--- config.mk ---
export PLATFORM = sky130hd
export DESIGN_NAME = scs_supervisor
export DESIGN_NICKNAME = d
export VERILOG_FILES = /design/src/design/scs_supervisor.v /design/src/design/scs_sync.v /design/src/design/scs_timer.v
export VERILOG_INCLUDE_DIRS = /design/src /design/src/shared
export SDC_FILE = /design/constraint.sdc
export NUM_CORES = 1
export LEC_CHECK = 0
export BUFFER_PORTS_ARGS = -buffer_cell sky130_fd_sc_hd__buf_4
export CAP_MARGIN = 20
export CORE_ASPECT_RATIO = 0.7
export CORE_MARGIN = 3
export CORE_UTILIZATION = 36
export CTS_CLUSTER_SIZE = 8
export DETAILED_ROUTE_END_ITERATION = 16
export SLEW_MARGIN = 10
export SYNTH_ARGS = -nofsm -noshare
export SYNTH_HDL_FRONTEND = slang
export SYNTH_SLANG_ARGS = --single-unit
--- constraint.sdc ---
create_clock -name core_clk -period 3 [get_ports core_clk]
set_clock_uncertainty 0.1 [all_clocks]
set_input_delay 0.3 -clock core_clk [delete_from_list [all_inputs] [get_ports core_clk]]
set_output_delay 0.3 -clock core_clk [all_outputs]
set_load 0.02 [all_outputs]
--- src/shared/scs_regs.vh ---
`ifndef SCS_REGS_VH
`define SCS_REGS_VH

// register byte offsets
`define SCS_CTRL_OFS        8'h00
`define SCS_SLOT_OFS        8'h04
`define SCS_TRAVEL_OFS      8'h08
`define SCS_SETTLE_OFS      8'h0c
`define SCS_HOLD_OFS        8'h10
`define SCS_BYPASS_OFS      8'h14
`define SCS_CMD_OFS         8'h18
`define SCS_STATUS_OFS      8'h1c

// control register fields
`define SCS_CTRL_PERM_LSB   0
`define SCS_CTRL_BYP_LSB    2
`define SCS_CTRL_LATCH_BIT  4
`define SCS_CTRL_WIRED_BIT  5
`define SCS_CTRL_OVR_BIT    6
`define SCS_CTRL_OVRPOS_LSB 7
`define SCS_CTRL_W          9

// command register bits, write-one pulses
`define SCS_CMD_CLOSE_BIT   0
`define SCS_CMD_OPEN_BIT    1
`define SCS_CMD_ACK_BIT     2
`define SCS_CMD_ARM_BIT     3

// permission levels
`define SCS_PERM_NONE       2'h0
`define SCS_PERM_LOCAL      2'h1
`define SCS_PERM_REMOTE     2'h2
`define SCS_PERM_BOTH       2'h3

// bypass modes
`define SCS_BYP_OFF         2'h0
`define SCS_BYP_SINGLE      2'h1
`define SCS_BYP_PERM        2'h2
`define SCS_BYP_TIMED       2'h3

// position codes
`define SCS_POS_MOVING      2'h0
`define SCS_POS_OPEN        2'h1
`define SCS_POS_CLOSED      2'h2
`define SCS_POS_DISTURB     2'h3

// widths and reset values
`define SCS_TMR_W           24
`define SCS_SLOT_W          8
`define SCS_CTRL_RST        9'h020
`define SCS_SLOT_RST        8'h00

// timing: default presets in clock ticks, 100 us at 40 MHz; settle defaults to 0
`define SCS_TRAVEL_RST      24'h000fa0
`define SCS_SETTLE_RST      24'h000000
`define SCS_HOLD_RST        24'h000fa0
`define SCS_BYPASS_RST      24'h000fa0

`endif

--- src/design/scs_supervisor.v ---
// Contract
// - open command starts travel timer; position reads moving meanwhile
// - open contact before expiry: open and check ok, moving cleared together
// - travel expiry without open contact, settle zero: operation failed, fault, moving cleared
// - with settle configured, settle runs after travel, moving, then open
// - code 0 moving, 1 open, 2 closed; contact high 1, low 2
// - open contact not wired gives code 3, disturbed
// - three interlock conditions per direction each block that direction
// - protection trip and reclose skip interlocks; own block signals
// - assigned protection trip requests are ORed into one trip
// - only the combined trip drives the breaker; unassigned requests ignored
// - trip held at least minimum hold time; latching selectable
// - latched trip clears after requests drop, on ack or unlatch
// - external close and open inputs; open wins when both active
// - external close acts on rising edge, external open on level
// - permission none, local, remote, both; protection unaffected
// - SCADA close and open accepted only at remote or local-and-remote; ack and arm at any permission
// - bypass modes single command, permanent, timed; duration bounds single
// - bypass input signal also enables interlock bypass
// - manual position override replaces contact position and is flagged
// - one command at a time; new commands ignored while busy
// - command toward the current validated position is discarded
// - panel close key gives exactly one close pulse however long held
`timescale 1ns/100ps
`include "scs_regs.vh"
module scs_supervisor (
    // clock and reset
    input  wire                  core_clk,
    input  wire                  rst_n,
    // apb slave
    input  wire [7:0]            paddr,
    input  wire                  psel,
    input  wire                  penable,
    input  wire                  pwrite,
    input  wire [31:0]           pwdata,
    output reg  [31:0]           prdata,
    output wire                  pready,
    output wire                  pslverr,
    // breaker auxiliary contact and pins
    input  wire                  open_contact,
    input  wire                  external_close_input,
    input  wire                  external_open_input,
    input  wire                  panel_close_key,
    input  wire                  panel_open_key,
    input  wire                  trip_ack_input,
    input  wire                  bypass_input,
    input  wire [2:0]            close_interlock,
    input  wire [2:0]            open_interlock,
    // protection and reclose logic, same clock
    input  wire [`SCS_SLOT_W-1:0] trip_request,
    input  wire                  trip_block,
    input  wire                  reclose_request,
    input  wire                  reclose_block,
    // breaker coils
    output reg                   close_coil,
    output reg                   open_coil,
    // position and status
    output reg  [1:0]            breaker_state_code,
    output reg                   position_open,
    output reg                   position_closed,
    output reg                   position_moving,
    output reg                   position_fault,
    output reg                   switch_check_ok,
    output reg                   override_active,
    output reg                   trip_active
);

localparam [2:0] ST_IDLE    = 3'h0;
localparam [2:0] ST_TRAVEL  = 3'h1;
localparam [2:0] ST_CLOSING = 3'h2;
localparam [2:0] ST_SETTLE  = 3'h3;
localparam [2:0] ST_FAULT   = 3'h4;

// configuration registers
reg  [`SCS_CTRL_W-1:0] ctrl_ff;
reg  [`SCS_SLOT_W-1:0] slot_ff;
reg  [`SCS_TMR_W-1:0]  travel_ff;
reg  [`SCS_TMR_W-1:0]  settle_ff;
reg  [`SCS_TMR_W-1:0]  hold_ff;
reg  [`SCS_TMR_W-1:0]  bypass_ff;

// state
reg  [2:0]             state_ff;
reg  [2:0]             nxt_state;
reg                    forced_open_ff;
reg                    nxt_forced_open;
reg                    check_ok_ff;
reg                    nxt_check_ok;
reg                    open_drive_ff;
reg                    nxt_open_drive;
reg                    single_used_ff;
reg  [4:0]             prev_ff;
reg  [1:0]             nxt_code;
wire                   bypass_active;
wire                   contact_s;
wire                   ext_close_s;
wire                   ext_open_s;
wire                   key_close_s;
wire                   key_open_s;
wire                   ack_in_s;
wire                   bypass_in_s;
wire [2:0]             ilock_close_s;
wire [2:0]             ilock_open_s;

wire [1:0]             perm;
wire [1:0]             byp_mode;
wire                   latch_en;
wire                   wired;
wire                   ovr_en;
wire [1:0]             ovr_pos;

wire                   wr_en;
wire                   rd_setup;
wire                   cmd_wr;
wire                   sw_close;
wire                   sw_open;
wire                   sw_ack;
wire                   sw_arm;

wire                   travel_busy;
wire                   travel_done;
wire                   hold_busy;
wire                   bypass_busy;
reg                    tmr_load;
reg  [`SCS_TMR_W-1:0]  tmr_preset;

scs_sync #(
    .WIDTH (13)
) u_sync (
    .core_clk (core_clk),
    .rst_n    (rst_n),
    .async_in ({open_interlock, close_interlock, bypass_input, trip_ack_input,
                panel_open_key, panel_close_key, external_open_input,
                external_close_input, open_contact}),
    .sync_out ({ilock_open_s, ilock_close_s, bypass_in_s, ack_in_s, key_open_s,
                key_close_s, ext_open_s, ext_close_s, contact_s})
);

assign perm     = ctrl_ff[`SCS_CTRL_PERM_LSB+1:`SCS_CTRL_PERM_LSB];
assign byp_mode = ctrl_ff[`SCS_CTRL_BYP_LSB+1:`SCS_CTRL_BYP_LSB];
assign latch_en = ctrl_ff[`SCS_CTRL_LATCH_BIT];
assign wired    = ctrl_ff[`SCS_CTRL_WIRED_BIT];
assign ovr_en   = ctrl_ff[`SCS_CTRL_OVR_BIT];
assign ovr_pos  = ctrl_ff[`SCS_CTRL_OVRPOS_LSB+1:`SCS_CTRL_OVRPOS_LSB];

// apb: zero wait states, read data captured in the setup cycle
assign pready   = 1'b1;
assign wr_en    = psel & penable & pwrite;
assign rd_setup = psel & ~penable & ~pwrite;
assign pslverr  = psel & penable & ((paddr[1:0] != 2'h0) || (paddr > `SCS_STATUS_OFS));
assign cmd_wr   = wr_en && (paddr == `SCS_CMD_OFS);
assign sw_close = cmd_wr & pwdata[`SCS_CMD_CLOSE_BIT];
assign sw_open  = cmd_wr & pwdata[`SCS_CMD_OPEN_BIT];
assign sw_ack   = cmd_wr & pwdata[`SCS_CMD_ACK_BIT];
assign sw_arm   = cmd_wr & pwdata[`SCS_CMD_ARM_BIT];

always @(posedge core_clk or negedge rst_n) begin
    if (!rst_n) begin
        ctrl_ff   <= `SCS_CTRL_RST;
        slot_ff   <= `SCS_SLOT_RST;
        travel_ff <= `SCS_TRAVEL_RST;
        settle_ff <= `SCS_SETTLE_RST;
        hold_ff   <= `SCS_HOLD_RST;
        bypass_ff <= `SCS_BYPASS_RST;
    end else if (wr_en) begin
        if (paddr == `SCS_CTRL_OFS) begin
            ctrl_ff <= pwdata[`SCS_CTRL_W-1:0];
        end else if (paddr == `SCS_SLOT_OFS) begin
            slot_ff <= pwdata[`SCS_SLOT_W-1:0];
        end else if (paddr == `SCS_TRAVEL_OFS) begin
            travel_ff <= pwdata[`SCS_TMR_W-1:0];
        end else if (paddr == `SCS_SETTLE_OFS) begin
            settle_ff <= pwdata[`SCS_TMR_W-1:0];
        end else if (paddr == `SCS_HOLD_OFS) begin
            hold_ff <= pwdata[`SCS_TMR_W-1:0];
        end else if (paddr == `SCS_BYPASS_OFS) begin
            bypass_ff <= pwdata[`SCS_TMR_W-1:0];
        end
    end
end

always @(posedge core_clk or negedge rst_n) begin
    if (!rst_n) begin
        prdata <= 32'h0;
    end else if (rd_setup) begin
        if (paddr == `SCS_CTRL_OFS) begin
            prdata <= {{(32-`SCS_CTRL_W){1'b0}}, ctrl_ff};
        end else if (paddr == `SCS_SLOT_OFS) begin
            prdata <= {{(32-`SCS_SLOT_W){1'b0}}, slot_ff};
        end else if (paddr == `SCS_TRAVEL_OFS) begin
            prdata <= {8'h0, travel_ff};
        end else if (paddr == `SCS_SETTLE_OFS) begin
            prdata <= {8'h0, settle_ff};
        end else if (paddr == `SCS_HOLD_OFS) begin
            prdata <= {8'h0, hold_ff};
        end else if (paddr == `SCS_BYPASS_OFS) begin
            prdata <= {8'h0, bypass_ff};
        end else if (paddr == `SCS_STATUS_OFS) begin
            prdata <= {20'h0, state_ff, bypass_active, trip_active, override_active,
                       switch_check_ok, position_fault, open_coil, close_coil,
                       breaker_state_code};
        end else begin
            prdata <= 32'h0;
        end
    end
end

// edge detection on synchronised and same-clock inputs
wire key_close_rise = key_close_s & ~prev_ff[0];
wire key_open_rise  = key_open_s & ~prev_ff[1];
wire ext_close_rise = ext_close_s & ~prev_ff[2];
wire ack_in_rise    = ack_in_s & ~prev_ff[3];
wire reclose_rise   = reclose_request & ~prev_ff[4];

always @(posedge core_clk or negedge rst_n) begin
    if (!rst_n) begin
        prev_ff <= 5'h0;
    end else begin
        prev_ff <= {reclose_request, ack_in_s, ext_close_s, key_open_s, key_close_s};
    end
end

// protection trip combining and holding
wire trip_any   = |(trip_request & slot_ff) & ~trip_block;
wire trip_ack   = sw_ack | ack_in_rise;
wire trip_clear = ~trip_any & ~hold_busy &
                  (~latch_en | trip_ack | (slot_ff == `SCS_SLOT_RST));

scs_timer u_hold (
    .core_clk (core_clk),
    .rst_n    (rst_n),
    .load     (trip_any & ~trip_active),
    .clear    (1'b0),
    .preset   (hold_ff),
    .busy     (hold_busy),
    .done     ()
);

always @(posedge core_clk or negedge rst_n) begin
    if (!rst_n) begin
        trip_active <= 1'b0;
    end else if (trip_any) begin
        trip_active <= 1'b1;
    end else if (trip_clear) begin
        trip_active <= 1'b0;
    end
end

// interlock bypass
assign bypass_active = (byp_mode == `SCS_BYP_PERM) | bypass_in_s |
                     (bypass_busy & ~single_used_ff &
                      ((byp_mode == `SCS_BYP_SINGLE) || (byp_mode == `SCS_BYP_TIMED)));

scs_timer u_bypass (
    .core_clk (core_clk),
    .rst_n    (rst_n),
    .load     (sw_arm),
    .clear    (byp_mode == `SCS_BYP_OFF),
    .preset   (bypass_ff),
    .busy     (bypass_busy),
    .done     ()
);

// command sources, permission and checks
wire perm_local  = (perm == `SCS_PERM_LOCAL) || (perm == `SCS_PERM_BOTH);
wire perm_remote = (perm == `SCS_PERM_REMOTE) || (perm == `SCS_PERM_BOTH);
wire man_open    = (perm_local & key_open_rise) |
                   (perm_remote & (sw_open | ext_open_s));
wire man_close   = (perm_local & key_close_rise) |
                   (perm_remote & (sw_close | ext_close_rise));
wire open_free   = ~(|ilock_open_s) | bypass_active;
wire close_free  = ~(|ilock_close_s) | bypass_active;
wire cmd_idle    = (state_ff == ST_IDLE) || (state_ff == ST_FAULT);
wire open_go     = cmd_idle & man_open & open_free &
                   (breaker_state_code != `SCS_POS_OPEN);
wire close_go    = cmd_idle & ~man_open &
                   ((man_close & close_free) | (reclose_rise & ~reclose_block)) &
                   (breaker_state_code != `SCS_POS_CLOSED);
wire trip_go     = cmd_idle & trip_any & ~trip_active &
                   (breaker_state_code != `SCS_POS_OPEN);

always @(posedge core_clk or negedge rst_n) begin
    if (!rst_n) begin
        single_used_ff <= 1'b0;
    end else if ((byp_mode == `SCS_BYP_SINGLE) && bypass_busy && (open_go | close_go)) begin
        single_used_ff <= 1'b1;
    end else if (sw_arm) begin
        single_used_ff <= 1'b0;
    end
end

// travel, closing and settle share one timer since they never overlap
scs_timer u_travel (
    .core_clk (core_clk),
    .rst_n    (rst_n),
    .load     (tmr_load),
    .clear    (1'b0),
    .preset   (tmr_preset),
    .busy     (travel_busy),
    .done     (travel_done)
);

always @* begin
    nxt_state       = state_ff;
    nxt_forced_open = forced_open_ff;
    nxt_check_ok    = check_ok_ff;
    nxt_open_drive  = open_drive_ff;
    tmr_load        = 1'b0;
    tmr_preset      = travel_ff;
    case (state_ff)
        ST_IDLE, ST_FAULT: begin
            if (open_go | trip_go) begin
                nxt_state       = ST_TRAVEL;
                tmr_load        = 1'b1;
                nxt_forced_open = 1'b0;
                nxt_check_ok    = 1'b0;
                nxt_open_drive  = open_go;
            end else if (close_go) begin
                nxt_state       = ST_CLOSING;
                tmr_load        = 1'b1;
                nxt_forced_open = 1'b0;
                nxt_check_ok    = 1'b0;
            end else if ((state_ff == ST_FAULT) && contact_s) begin
                nxt_state = ST_IDLE;
            end
        end
        ST_TRAVEL: begin
            if (contact_s) begin
                nxt_state      = ST_IDLE;
                nxt_check_ok   = 1'b1;
                nxt_open_drive = 1'b0;
            end else if (travel_done || !travel_busy) begin
                nxt_open_drive = 1'b0;
                if (settle_ff != {`SCS_TMR_W{1'b0}}) begin
                    nxt_state  = ST_SETTLE;
                    tmr_load   = 1'b1;
                    tmr_preset = settle_ff;
                    nxt_forced_open = 1'b1;
                end else begin
                    nxt_state = ST_FAULT;
                end
            end
        end
        ST_CLOSING: begin
            if (travel_done || !travel_busy) begin
                if (settle_ff != {`SCS_TMR_W{1'b0}}) begin
                    nxt_state  = ST_SETTLE;
                    tmr_load   = 1'b1;
                    tmr_preset = settle_ff;
                end else begin
                    nxt_state = ST_IDLE;
                end
            end
        end
        ST_SETTLE: begin
            if (travel_done || !travel_busy) begin
                nxt_state = ST_IDLE;
            end
        end
        default: begin
            nxt_state = ST_IDLE;
        end
    endcase
end

// validated position code
always @* begin
    if (ovr_en) begin
        nxt_code = ovr_pos;
    end else if (!wired) begin
        nxt_code = `SCS_POS_DISTURB;
    end else if ((nxt_state == ST_TRAVEL) || (nxt_state == ST_CLOSING) ||
                 (nxt_state == ST_SETTLE)) begin
        nxt_code = `SCS_POS_MOVING;
    end else if (nxt_state == ST_FAULT) begin
        nxt_code = `SCS_POS_DISTURB;
    end else if (contact_s || nxt_forced_open) begin
        nxt_code = `SCS_POS_OPEN;
    end else begin
        nxt_code = `SCS_POS_CLOSED;
    end
end

always @(posedge core_clk or negedge rst_n) begin
    if (!rst_n) begin
        state_ff           <= ST_IDLE;
        forced_open_ff     <= 1'b0;
        check_ok_ff        <= 1'b0;
        open_drive_ff      <= 1'b0;
        breaker_state_code <= `SCS_POS_DISTURB;
        position_open      <= 1'b0;
        position_closed    <= 1'b0;
        position_moving    <= 1'b0;
        position_fault     <= 1'b0;
        switch_check_ok    <= 1'b0;
        override_active    <= 1'b0;
        close_coil         <= 1'b0;
        open_coil          <= 1'b0;
    end else begin
        state_ff           <= nxt_state;
        forced_open_ff     <= nxt_forced_open;
        check_ok_ff        <= nxt_check_ok;
        open_drive_ff      <= nxt_open_drive;
        breaker_state_code <= nxt_code;
        position_open      <= (nxt_code == `SCS_POS_OPEN);
        position_closed    <= (nxt_code == `SCS_POS_CLOSED);
        position_moving    <= (nxt_code == `SCS_POS_MOVING);
        position_fault     <= (nxt_state == ST_FAULT);
        switch_check_ok    <= nxt_check_ok;
        override_active    <= ovr_en;
        close_coil         <= (nxt_state == ST_CLOSING);
        open_coil          <= trip_any | trip_active | nxt_open_drive;
    end
end

endmodule

--- src/design/scs_sync.v ---
`timescale 1ns/100ps
module scs_sync #(
    parameter WIDTH = 1
) (
    // clock and reset
    input  wire             core_clk,
    input  wire             rst_n,
    // asynchronous inputs and filtered result
    input  wire [WIDTH-1:0] async_in,
    output reg  [WIDTH-1:0] sync_out
);

reg [WIDTH-1:0] meta_ff;
reg [WIDTH-1:0] stage2_ff;
reg [WIDTH-1:0] stage3_ff;
integer         i;

// a change is taken once the second and third stages agree
always @(posedge core_clk or negedge rst_n) begin
    if (!rst_n) begin
        meta_ff   <= {WIDTH{1'b0}};
        stage2_ff <= {WIDTH{1'b0}};
        stage3_ff <= {WIDTH{1'b0}};
        sync_out  <= {WIDTH{1'b0}};
    end else begin
        meta_ff   <= async_in;
        stage2_ff <= meta_ff;
        stage3_ff <= stage2_ff;
        for (i = 0; i < WIDTH; i = i + 1) begin
            if (stage2_ff[i] == stage3_ff[i]) begin
                sync_out[i] <= stage3_ff[i];
            end
        end
    end
end

endmodule

--- src/design/scs_timer.v ---
`timescale 1ns/100ps
`include "scs_regs.vh"
module scs_timer (
    // clock and reset
    input  wire                  core_clk,
    input  wire                  rst_n,
    // control
    input  wire                  load,
    input  wire                  clear,
    input  wire [`SCS_TMR_W-1:0] preset,
    // status
    output wire                  busy,
    output wire                  done
);

reg [`SCS_TMR_W-1:0] count_ff;

assign busy = (count_ff != {`SCS_TMR_W{1'b0}});
assign done = (count_ff == {{(`SCS_TMR_W-1){1'b0}}, 1'b1});

// counts down in core clock ticks; load wins over clear
always @(posedge core_clk or negedge rst_n) begin
    if (!rst_n) begin
        count_ff <= {`SCS_TMR_W{1'b0}};
    end else if (load) begin
        count_ff <= preset;
    end else if (clear) begin
        count_ff <= {`SCS_TMR_W{1'b0}};
    end else if (busy) begin
        count_ff <= count_ff - {{(`SCS_TMR_W-1){1'b0}}, 1'b1};
    end
end

endmodule

==> results of run 1 <==
cell type report:
| type | instances | area (µm²) |
|---|---|---|
| tap | 480 | 601 |
| multi-input combinational | 829 | 5810 |
| clock buffer | 63 | 1130 |
| inverter | 21 | 78.8 |
| timing repair buffer | 220 | 1880 |
| clock inverter | 2 | 21.3 |
| sequential | 283 | 7110 |
| antenna | 1 | 2.50 |
| fill | 3316 | 19400 |
state kept, by name, summed over array words and instances (netlist names), 9 cells and up:
name / cells
u_sync.sync_out: 13
hold_ff: 24
ctrl_ff: 9
u_sync.stage3_ff: 13
travel_ff: 24
prdata: 24
u_sync.meta_ff: 13
bypass_ff: 24
u_travel.count_ff: 24
settle_ff: 24
u_sync.stage2_ff: 13
u_bypass.count_ff: 24
u_hold.count_ff: 24
repair_timing:
item	in CTS	in global routing
setup endpoints to repair	17	28
endpoints found under the hold margin	183	0
gates resized for setup	3	11
cloned	1	2
hold buffers	39	0
pin swaps	2	6
setup buffers	1	5
where the power goes:
group | leakage [nW] | switching [W] | internal, W
Clock | 0.553 | 0.00163 | 0.00256
Sequential | 3.60 | 0.000498 | 0.00431
Combinational | 3.26 | 0.000988 | 0.000924
Total | 7.41 | 0.00311 | 0.00779
worst max-delay path, delay by kind of cell (launching register included):
family	cells	cell delay [ns]
and+or+nand+nor	4	1.60
AOI/OAI and AO/OA	2	0.49
DFF	1	0.37
buffers and inverters	2	0.32
cells in the mapped netlist (4+ instances only):
master,instances
or4_1,14
dfrtp_1,262
or3_1,19
a32o_1,4
a21o_1,4
mux2_2,131
nand3_1,32
ha_1,4
nor4_1,21
buf_2,10
o32ai_1,9
a22o_1,6
inv_1,21
nand2b_1,7
buf_4,10
nand2_1,142
or2_2,7
maj3_1,13
a31oi_1,4
o31ai_1,12
buf_1,4
mux2i_1,10
nor2b_1,4
xor2_1,15
a21oi_1,30
xnor2_1,35
a221oi_1,5
a222oi_1,12
o21a_1,8
nor2_1,65
clkbuf_1,37
dfstp_2,21
nand3b_1,7
a22oi_1,19
o21ai_0,86
nor3_2,4
nor3_1,32
nor3b_1,4
logic make-up (layout without fill, tap and decap cells):
| family | count (synthesis) | after routing | synth area share, % |
|---|---|---|---|
| AND/OR/NAND/NOR | 388 | 388 | 15.1 |
| flip-flops | 283 | 283 | 53.8 |
| AO/OA/AOI/OAI | 222 | 223 | 11.4 |
| multiplexers | 142 | 142 | 12.0 |
| buffers and inverters | 84 | 306 | 2.88 |
| XOR/XNOR | 50 | 50 | 3.32 |
| adder cells (fa/ha/maj) | 17 | 17 | 1.36 |
| other | 2 | 10 | 0.0569 |
stage by stage:
| step | hold slack [ns] | worst slack, ns | util (%) | instance area, µm² |
|---|---|---|---|---|
| finish | 0.0413 | 0.0448 | 46.1 | 16600 |
| global route | 0.0261 | -0.0610 | 46.1 | 16600 |
| CTS | 0.0227 | 0.000145 | 45.8 | 16500 |
| detailed placement | 0.202 | -0.0862 | 41.4 | 14900 |
| global placement | 0.204 | -0.0438 | 41.4 | 14900 |
| floorplan | -0.0956 | 0.264 | - | 13200 |
cell usage in the layout, fill, tap and decap left out, drive strengths merged, types with 19 or more instances in the layout:
cell / n
a22oi: 19
a21oi: 30
nor2: 67
o21ai: 86
dfrtp: 262
xnor2: 35
nor3: 38
or3: 19
nand3: 32
inv: 21
mux2: 132
clkbuf: 63
dfstp: 21
nand2: 142
dlygate4sd3: 39
buf: 180
nor4: 24
routing by layer:
metal  vias up  routed length, µm
li1       4716                  -
met1      5255              19100
met2       356              16500
met3        55               3910
met4         0                636
met5         -                  0
worst max path at each step:
stage	startpoint	to	slack [ns]	cells after the start
floorplan	u_bypass.count_ff[0]	position_closed	0.26	9
global placement	u_bypass.count_ff[12]	position_open	-0.04	8
detailed placement	u_bypass.count_ff[12]	position_open	-0.09	8
CTS	u_bypass.count_ff[17]	u_travel.count_ff[1]	0.0001	10
global route	u_bypass.count_ff[16]	u_travel.count_ff[8]	-0.06	10
finish	u_bypass.count_ff[12]	u_travel.count_ff[11]	0.04	8
==> impl_metrics.json, run 1 <==
{
  "cp_cell_sequence": "or4_4 -> or4_4 -> buf_4 -> o311ai_4 -> a211oi_4 -> buf_6 -> or4_1 -> nand3_1",
  "syn_area_per_cell_um2": 11.1,
  "routed_wl_um": 40200,
  "globalRouteMet2Util_pct": 28.1,
  "cts_root_buffer": "clkbuf_16",
  "cp_common_cell": "or4_4",
  "fin_crit_sh_pct": 98.5,
  "rsz0062_at_grt": "yes",
  "power.total_w": 0.0109,
  "clock.fmax_mhz": 338,
  "setup_viol": 0,
  "ff2ff_setup_slack_ns": 0.04,
  "yosysWarnings": 0,
  "fin_tns_setup_ns": 0,
  "netlist.top_cell.by_area": "dfrtp_1",
  "path_clk_slew_ns": 0.05,
  "dp_hpwl_um": 29400,
  "grt_pass1_wl_um": 61900,
  "gp_congestion": 0.917,
  "yosysUniqueCellTypes": 76,
  "path_class": "reg -> reg",
  "wl_per_cell_um": 21.2,
  "yosysTopAreaCellShare_pct": 49.7,
  "syn-instance-count": 1188,
  "max_stage_delay_ns": 0.55,
  "peakVddDrop_uv": 385,
  "slew_headroom_pct": 40.1,
  "crit_path_top_delay_cell": "or4_4",
  "ant_nets": 0,
  "synth_seq_cells": 283,
  "drc": 0,
  "num_rows": 58,
  "cts_max_path_buffers": 3,
  "crit_required_ns": 3.36,
  "drv_slew": 0,
  "cts_made_buffers": 41,
  "clk_latency_ns": 0.53,
  "placed_cells": 1785,
  "ctsHtreeMaxLevel": 2,
  "fin_nets": 1469,
  "grt_overflow": 0,
  "clock_sinks": 283,
  "grt_pass1_vias": 10304,
  "r2r_start": "u_bypass.count_ff[12]",
  "r2r_end": "u_travel.count_ff[11]",
  "synth_edf_count": 0,
  "vias": 10382,
  "worstHoldStart": "pwrite",
  "viasPerCell": 5.47,
  "power_density_nw_per_um2": 655,
  "arrival_ns": 3.31,
  "tightest_slew_ns": 0.899,
  "synth-async-reset-ratio_pct": 100,
  "status": "completed",
  "holdPathEnd": "prdata[8]",
  "portBuffers": 96,
  "drtIter0Drc": 1116,
  "synthToLayoutAreaGrowth_pct": 26.0,
  "worstPathMaxFanout": 5,
  "busiest_layer": "met1",
  "start_util_pct": 36.6,
  "grt_max_degree": 76,
  "dieArea_um2": 39000,
  "hold_viol": 0,
  "synth_top_flop_cell": "dfrtp_1",
  "cts_tree": "done",
  "ff2ff_path_depth": 8,
  "maxCapViolCount": 0,
  "post-route-min-period_ns": 2.96,
  "grt_usage_pct": 20.3,
  "holdCritPathClass": "in -> reg",
  "leakagePower_nw": 7.41,
  "core-area_um2": 36100,
  "synthTopCellsByArea": "dfrtp_1 50%, mux2_2 11%, dfstp_2 4.2%",
  "dr.pass1.iters": 5,
  "synth-seq-area-share_pct": 53.8,
  "grtUsageMet1_pct": 31.3,
  "antenna_found_initial": 0,
  "hold_depth": 3,
  "cp-start-kind": "flop",
  "final_cells": 1899,
  "fp.dieW_um": 235,
  "io_pins": 114,
  "met3_usage_pct": 6.13,
  "die_h_um": 166,
  "drive_above_1_share_pct": 29.7,
  "critPathCaptureType": "flop",
  "syn-cell-area_um2": 13200
}
(Power assumes the default switching activity.)
==> run 2, diff against run 1 <==
--- a/config.mk
+++ b/config.mk
@@ -6,6 +6,7 @@
 export SDC_FILE = /design/constraint.sdc
 export NUM_CORES = 1
 export LEC_CHECK = 0
+export ABC_CLOCK_PERIOD_IN_PS = 3000
 export BUFFER_PORTS_ARGS = -buffer_cell sky130_fd_sc_hd__buf_4
 export CAP_MARGIN = 20
 export CORE_ASPECT_RATIO = 0.7
@@ -13,6 +14,7 @@
 export CORE_UTILIZATION = 36
 export CTS_CLUSTER_SIZE = 8
 export DETAILED_ROUTE_END_ITERATION = 16
+export PLACE_DENSITY = 0.61
 export SLEW_MARGIN = 10
 export SYNTH_ARGS = -nofsm -noshare
 export SYNTH_HDL_FRONTEND = slang
==> run 2 against run 1 <==
  * Critical path depth is the same
  * Global-route usage shrank 0.26 points
  * Core utilization grew 0.059 points
  * Non-clock buffer count shrank 4
  * Total power grew 1.3%
  * Wire length grew 0.14%
  * Maximum frequency grew 0.72%
  * Sequential power is essentially flat
  * Largest cell class unchanged
==> impl_metrics.json, run 2 (same netlist as run 1, synthesis figures left out) <==
{
  "status": "completed",
  "fin_ws_ns": 0.0658,
  "grt_pass1_vias": 10403,
  "die_h_um": 166,
  "grt_usage_pct": 20.1,
  "placed_area_um2": 14900,
  "preCtsSetupSlack_ns": -0.0928,
  "drv_slew": 0,
  "dp_hpwl_um": 28800,
  "slew_headroom_pct": 37.2,
  "fillers": 3310,
  "grt_pass1_wl_um": 61700,
  "crit_required_ns": 3.30,
  "grt_max_degree": 84,
  "drtIter0Drc": 919,
  "arrival_ns": 3.24,
  "start_util_pct": 36.6,
  "critPathCaptureType": "flop",
  "cts_root_buffer": "clkbuf_16",
  "holdCritPathClass": "in -> reg",
  "dieArea_um2": 39000,
  "synthToLayoutAreaGrowth_pct": 26.1,
  "maxCapViolCount": 0,
  "setup_viol": 0,
  "wl_per_cell_um": 21.1,
  "drc": 0,
  "antennaDiodeCount": 0,
  "ctsHtreeMaxLevel": 2,
  "cts_tree": "done",
  "clock_sinks": 283,
  "peakVddDrop_uv": 387,
  "cts_max_path_buffers": 3,
  "fin_tns_setup_ns": 0,
  "cts_made_buffers": 41,
  "final_cell_mix": "262 x dfrtp_1, 167 x buf_4, 142 x nand2_1, 131 x mux2_2, 85 x o21ai_0",
  "r2r_start": "u_bypass.count_ff[17]",
  "hold_viol": 0,
  "gp_congestion": 0.927,
  "fin_crit_sh_pct": 97.8,
  "viasPerCell": 5.45,
  "antenna_found_initial": 4,
  "drive_above_1_share_pct": 29.4,
  "path_class": "reg -> reg",
  "tightest_slew_ns": 0.941,
  "cp-start-kind": "flop",
  "core-area_um2": 36100,
  "portBuffers": 96,
  "dr.pass1.iters": 5,
  "design_area_um2": 16600,
  "routed_wl_um": 40200,
  "worstPathMaxFanout": 12,
  "num_rows": 58,
  "vias": 10378,
  "power_density_nw_per_um2": 663,
  "crit_path_start": "u_bypass.count_ff[17]",
  "ff2ff_path_depth": 8,
  "io_pins": 114,
  "ant_nets": 0,
  "mostFrequentLayoutCell": "dfrtp_1",
  "fin_nets": 1465,
  "clk_latency_ns": 0.54,
  "worstHoldStart": "pwrite",
  "placed_cells": 1783,
  "post-route-min-period_ns": 2.93,
  "clock.fmax_mhz": 341,
  "final_cells": 1903,
  "path_clk_slew_ns": 0.05,
  "hold_depth": 3,
  "rsz0062_at_grt": "yes",
  "leakagePower_nw": 7.41,
  "fp.dieW_um": 235,
  "grt_overflow": 0
}
## run 2: stage by stage
stage / hold WS, ns / util (%) / power (W)
after floorplan: -0.0956 / - / 0.00595
after global placement: 0.233 / 41.4 / 0.00660
after detailed placement: 0.235 / 41.4 / 0.00666
after CTS: 0.00780 / 45.9 / 0.0111
after global routing: 0.0201 / 46.2 / 0.0116
final: 0.0379 / 46.2 / 0.0110
## run 2: power by group
part           internal, W  leakage, nW  switching [W]  total [W]
registers          0.00430         3.60       0.000497    0.00480
logic             0.000911         3.23       0.000980    0.00189
clock network      0.00264        0.578        0.00171    0.00435
## run 2: layer usage
metal	share of wire (%)	track usage [%]	up-vias	wire [µm]
met5	0.022	0	-	9
met4	1.5	4.28	2	608
met3	9.2	5.86	51	3720
met2	41	28.1	373	16600
met1	48	30.6	5251	19300
li1	-	-	4701	-
## run 2: worst paths after layout
kind | endpoint | slack [ns]
min in group asynchronous | trip_active | 0.27
max in group asynchronous | travel_ff[10] | 1.69
worst min register to register | u_sync.stage2_ff[2] | 0.24
worst min-delay path | prdata[8] | 0.04
worst max-delay path | position_closed | 0.07
worst max register to register | position_closed | 0.07
## run 2: layout make-up
type | count | area, µm² | area share, %
flip-flops and latches | 283 | 7110 | 42.7
multi-input cells | 829 | 5810 | 34.9
repair buffers | 216 | 1840 | 11.0
clock buffers | 71 | 1170 | 7.03
well taps | 480 | 601 | 3.61
inverters | 21 | 78.8 | 0.473
clock inverters | 3 | 43.8 | 0.263
## run 2: repair_timing
action                                 in CTS  in global routing
setup buffers                               1                  4
setup endpoints to repair                   9                 17
endpoints found under the hold margin     184                  0
gates resized for setup                     2                  5
hold buffers                               39                  0
pin swaps                                   1                  3
gates cloned                                0                  2
## run 2: worst max-delay path, cell delays in order, from the launching register on
cell and delay (ns):
dfrtp_1 0.38, or4_4 0.54, or4_4 0.48, nor4b_4 0.28, buf_4 0.18, o31ai_4 0.16, o31ai_4 0.34, nor3b_4 0.10
a32o_1 0.24
==> run 3, diff against run 2 <==
--- a/config.mk
+++ b/config.mk
@@ -9,7 +9,7 @@
 export ABC_CLOCK_PERIOD_IN_PS = 3000
 export BUFFER_PORTS_ARGS = -buffer_cell sky130_fd_sc_hd__buf_4
 export CAP_MARGIN = 20
-export CORE_ASPECT_RATIO = 0.7
+export CORE_ASPECT_RATIO = 0.8
 export CORE_MARGIN = 3
 export CORE_UTILIZATION = 36
 export CTS_CLUSTER_SIZE = 8
==> run 3 against run 2 <==
  * The run now ends with negative setup slack left
  * Clock power decreased by 4%
  * Sequential power about the same
  * Final cell count unchanged
  * Combinational power about the same
  * Maximum frequency decreased by 2.3%
  * Wire length decreased by 5.0%
  * Setup slack got worse by 0.069 ns
  * Final area about the same
  * Register-to-register slack got worse by 0.07 ns
  * First-iteration DRC count decreased by 14%
==> impl_metrics.json, run 3 (same netlist as run 1, synthesis figures left out) <==
{
  "fillers": 3361,
  "grt_max_degree": 82,
  "drc": 0,
  "wl_met3_um": 2880,
  "final_cell_mix": "262 x dfrtp_1, 172 x buf_4, 142 x nand2_1, 131 x mux2_2, 85 x o21ai_0",
  "grt_overflow": 0,
  "vias": 10175,
  "cp-start-kind": "flop",
  "cts_root_buffer": "clkbuf_16",
  "met1_length_um": 17600,
  "drtIter0Drc": 787,
  "cts_made_buffers": 41,
  "grt_pass1_wl_um": 58800,
  "clock.fmax_mhz": 333,
  "io_pins": 114,
  "whs_ns": 0.0255,
  "path_buf_inv": 2,
  "fin_nets": 1470,
  "grt_pass1_vias": 10297,
  "die_h_um": 177,
  "cts_tree": "done",
  "drv_slew": 0,
  "crit_required_ns": 3.28,
  "dieArea_um2": 39000,
  "grt_usage_pct": 19.4,
  "cts_max_path_buffers": 3,
  "status": "finished, violations left",
  "drive_above_1_share_pct": 29.9,
  "placed_area_um2": 15000,
  "setup_viol": 1,
  "maxCapViolCount": 0,
  "portBuffers": 96,
  "fin_tns_setup_ns": -0.00336,
  "ff2ff_setup_slack_ns": -0.003,
  "worstPathMaxFanout": 6,
  "r2r_start": "u_bypass.count_ff[13]",
  "crit_path_top_delay_cell": "or4_4",
  "fin_ws_ns": -0.00336,
  "violations": "negative setup slack",
  "routed_wl_um": 38200,
  "max_stage_delay_ns": 0.56,
  "fp.dieW_um": 220,
  "crit_family": "simple AND/OR/NAND/NOR gates",
  "top_layer": "met4",
  "path_class": "reg -> reg",
  "antenna_found_initial": 0,
  "start_util_pct": 36.7,
  "worstHoldStart": "pwdata[5]",
  "core-area_um2": 36000,
  "path_clk_slew_ns": 0.05,
  "dr.pass1.iters": 6,
  "design_area_um2": 16700,
  "leakagePower_nw": 7.42,
  "arrival_ns": 3.29,
  "mostFrequentLayoutCell": "dfrtp_1",
  "viasPerCell": 5.35,
  "gp_congestion": 0.879,
  "tightest_slew_ns": 1.04,
  "dr_wl_met2_um": 16800,
  "crit_path_start": "u_bypass.count_ff[13]",
  "holdCritPathClass": "in -> reg",
  "num_rows": 62,
  "placed_cells": 1784,
  "fin_crit_sh_pct": 100,
  "clock_sinks": 283,
  "wl_per_cell_um": 20.1,
  "ctsHtreeMaxLevel": 2,
  "power.total_w": 0.0109,
  "slew_headroom_pct": 30.4,
  "dp_hpwl_um": 27300,
  "clk_latency_ns": 0.53,
  "ant_nets": 0,
  "antennaDiodeCount": 0,
  "final_cells": 1903,
  "cp_cell_sequence": "or4_4 -> or4_4 -> o311ai_4 -> a211oi_4 -> buf_4 -> o21ai_0 -> buf_4 -> nand3_1",
  "peakVddDrop_uv": 414,
  "power_density_nw_per_um2": 654,
  "post-route-min-period_ns": 3.00,
  "hold_viol": 0,
  "synthToLayoutAreaGrowth_pct": 26.2,
  "critPathCaptureType": "flop",
  "rsz0062_at_grt": "yes"
}
[run 3: changes by cell type in the layout (fill, tap and decap cells not counted), sizes merged]
cell / before / now
buf: 176 / 182
clkbuf: 72 / 67
a211oi: 5 / 4
clkinv: 2 / 1
dlygate4sd3: 39 / 38
inv: 22 / 23
o31ai: 14 / 15
[run 3: layer usage]
metal	vias up	global-route usage [%]
met5	-	0
met4	0	5.20
met3	80	4.72
met2	331	29.1
met1	5059	28.0
li1	4705	-
[run 3: timing repair]
item	in CTS	in global routing
gates cloned	0	2
setup buffers	0	10
hold buffers	38	0
pin swaps	1	9
endpoints found under the hold margin	177	0
setup endpoints to repair	11	21
resized for setup	2	10
[run 3: area by class of cell]
class                   count  area (µm²)  share of cell area (%)
flip-flops and latches    283        7110                    42.7
multi-input cells         829        5840                    35.1
repair buffers            221        1880                    11.3
clock buffers              66        1130                    6.78
well taps                 480         601                    3.60
inverters                  21        78.8                   0.473
clock inverters             3        22.5                   0.135
[run 3: stage by stage]
stage / setup slack (ns) / util, %
final: -0.00336 / 46.3
after global routing: -0.0218 / 46.3
after CTS: 0.00554 / 45.8
after detailed placement: -0.0759 / 41.5
after global placement: -0.0268 / 41.5
after floorplan: 0.264 / -
[run 3: report_power, final]
group          total (W)  internal, W  leakage [nW]  switching (W)
combinational    0.00192     0.000924          3.27        0.00100
clock            0.00418      0.00255         0.554        0.00163
sequential       0.00479      0.00431          3.60       0.000482
total             0.0109      0.00778          7.42        0.00311
[run 3: final timing paths]
path                                             end  depth (start not counted)
worst max-delay path            u_travel.count_ff[0]                          8
worst min-delay path                      hold_ff[5]                          2
worst max register to register  u_travel.count_ff[0]                          8
worst min register to register   u_sync.stage2_ff[2]                          0
max in group asynchronous               bypass_ff[8]                          3
min in group asynchronous         u_sync.meta_ff[10]                          2
[run 3: worst register-to-register path, delay by kind of cell, from the launching register on]
family / cells / cell delay, ns
AO/OA/AOI/OAI: 3 / 0.84
AND/OR/NAND/NOR: 3 / 1.17
buffers and inverters: 2 / 0.37
flip-flops: 1 / 0.40
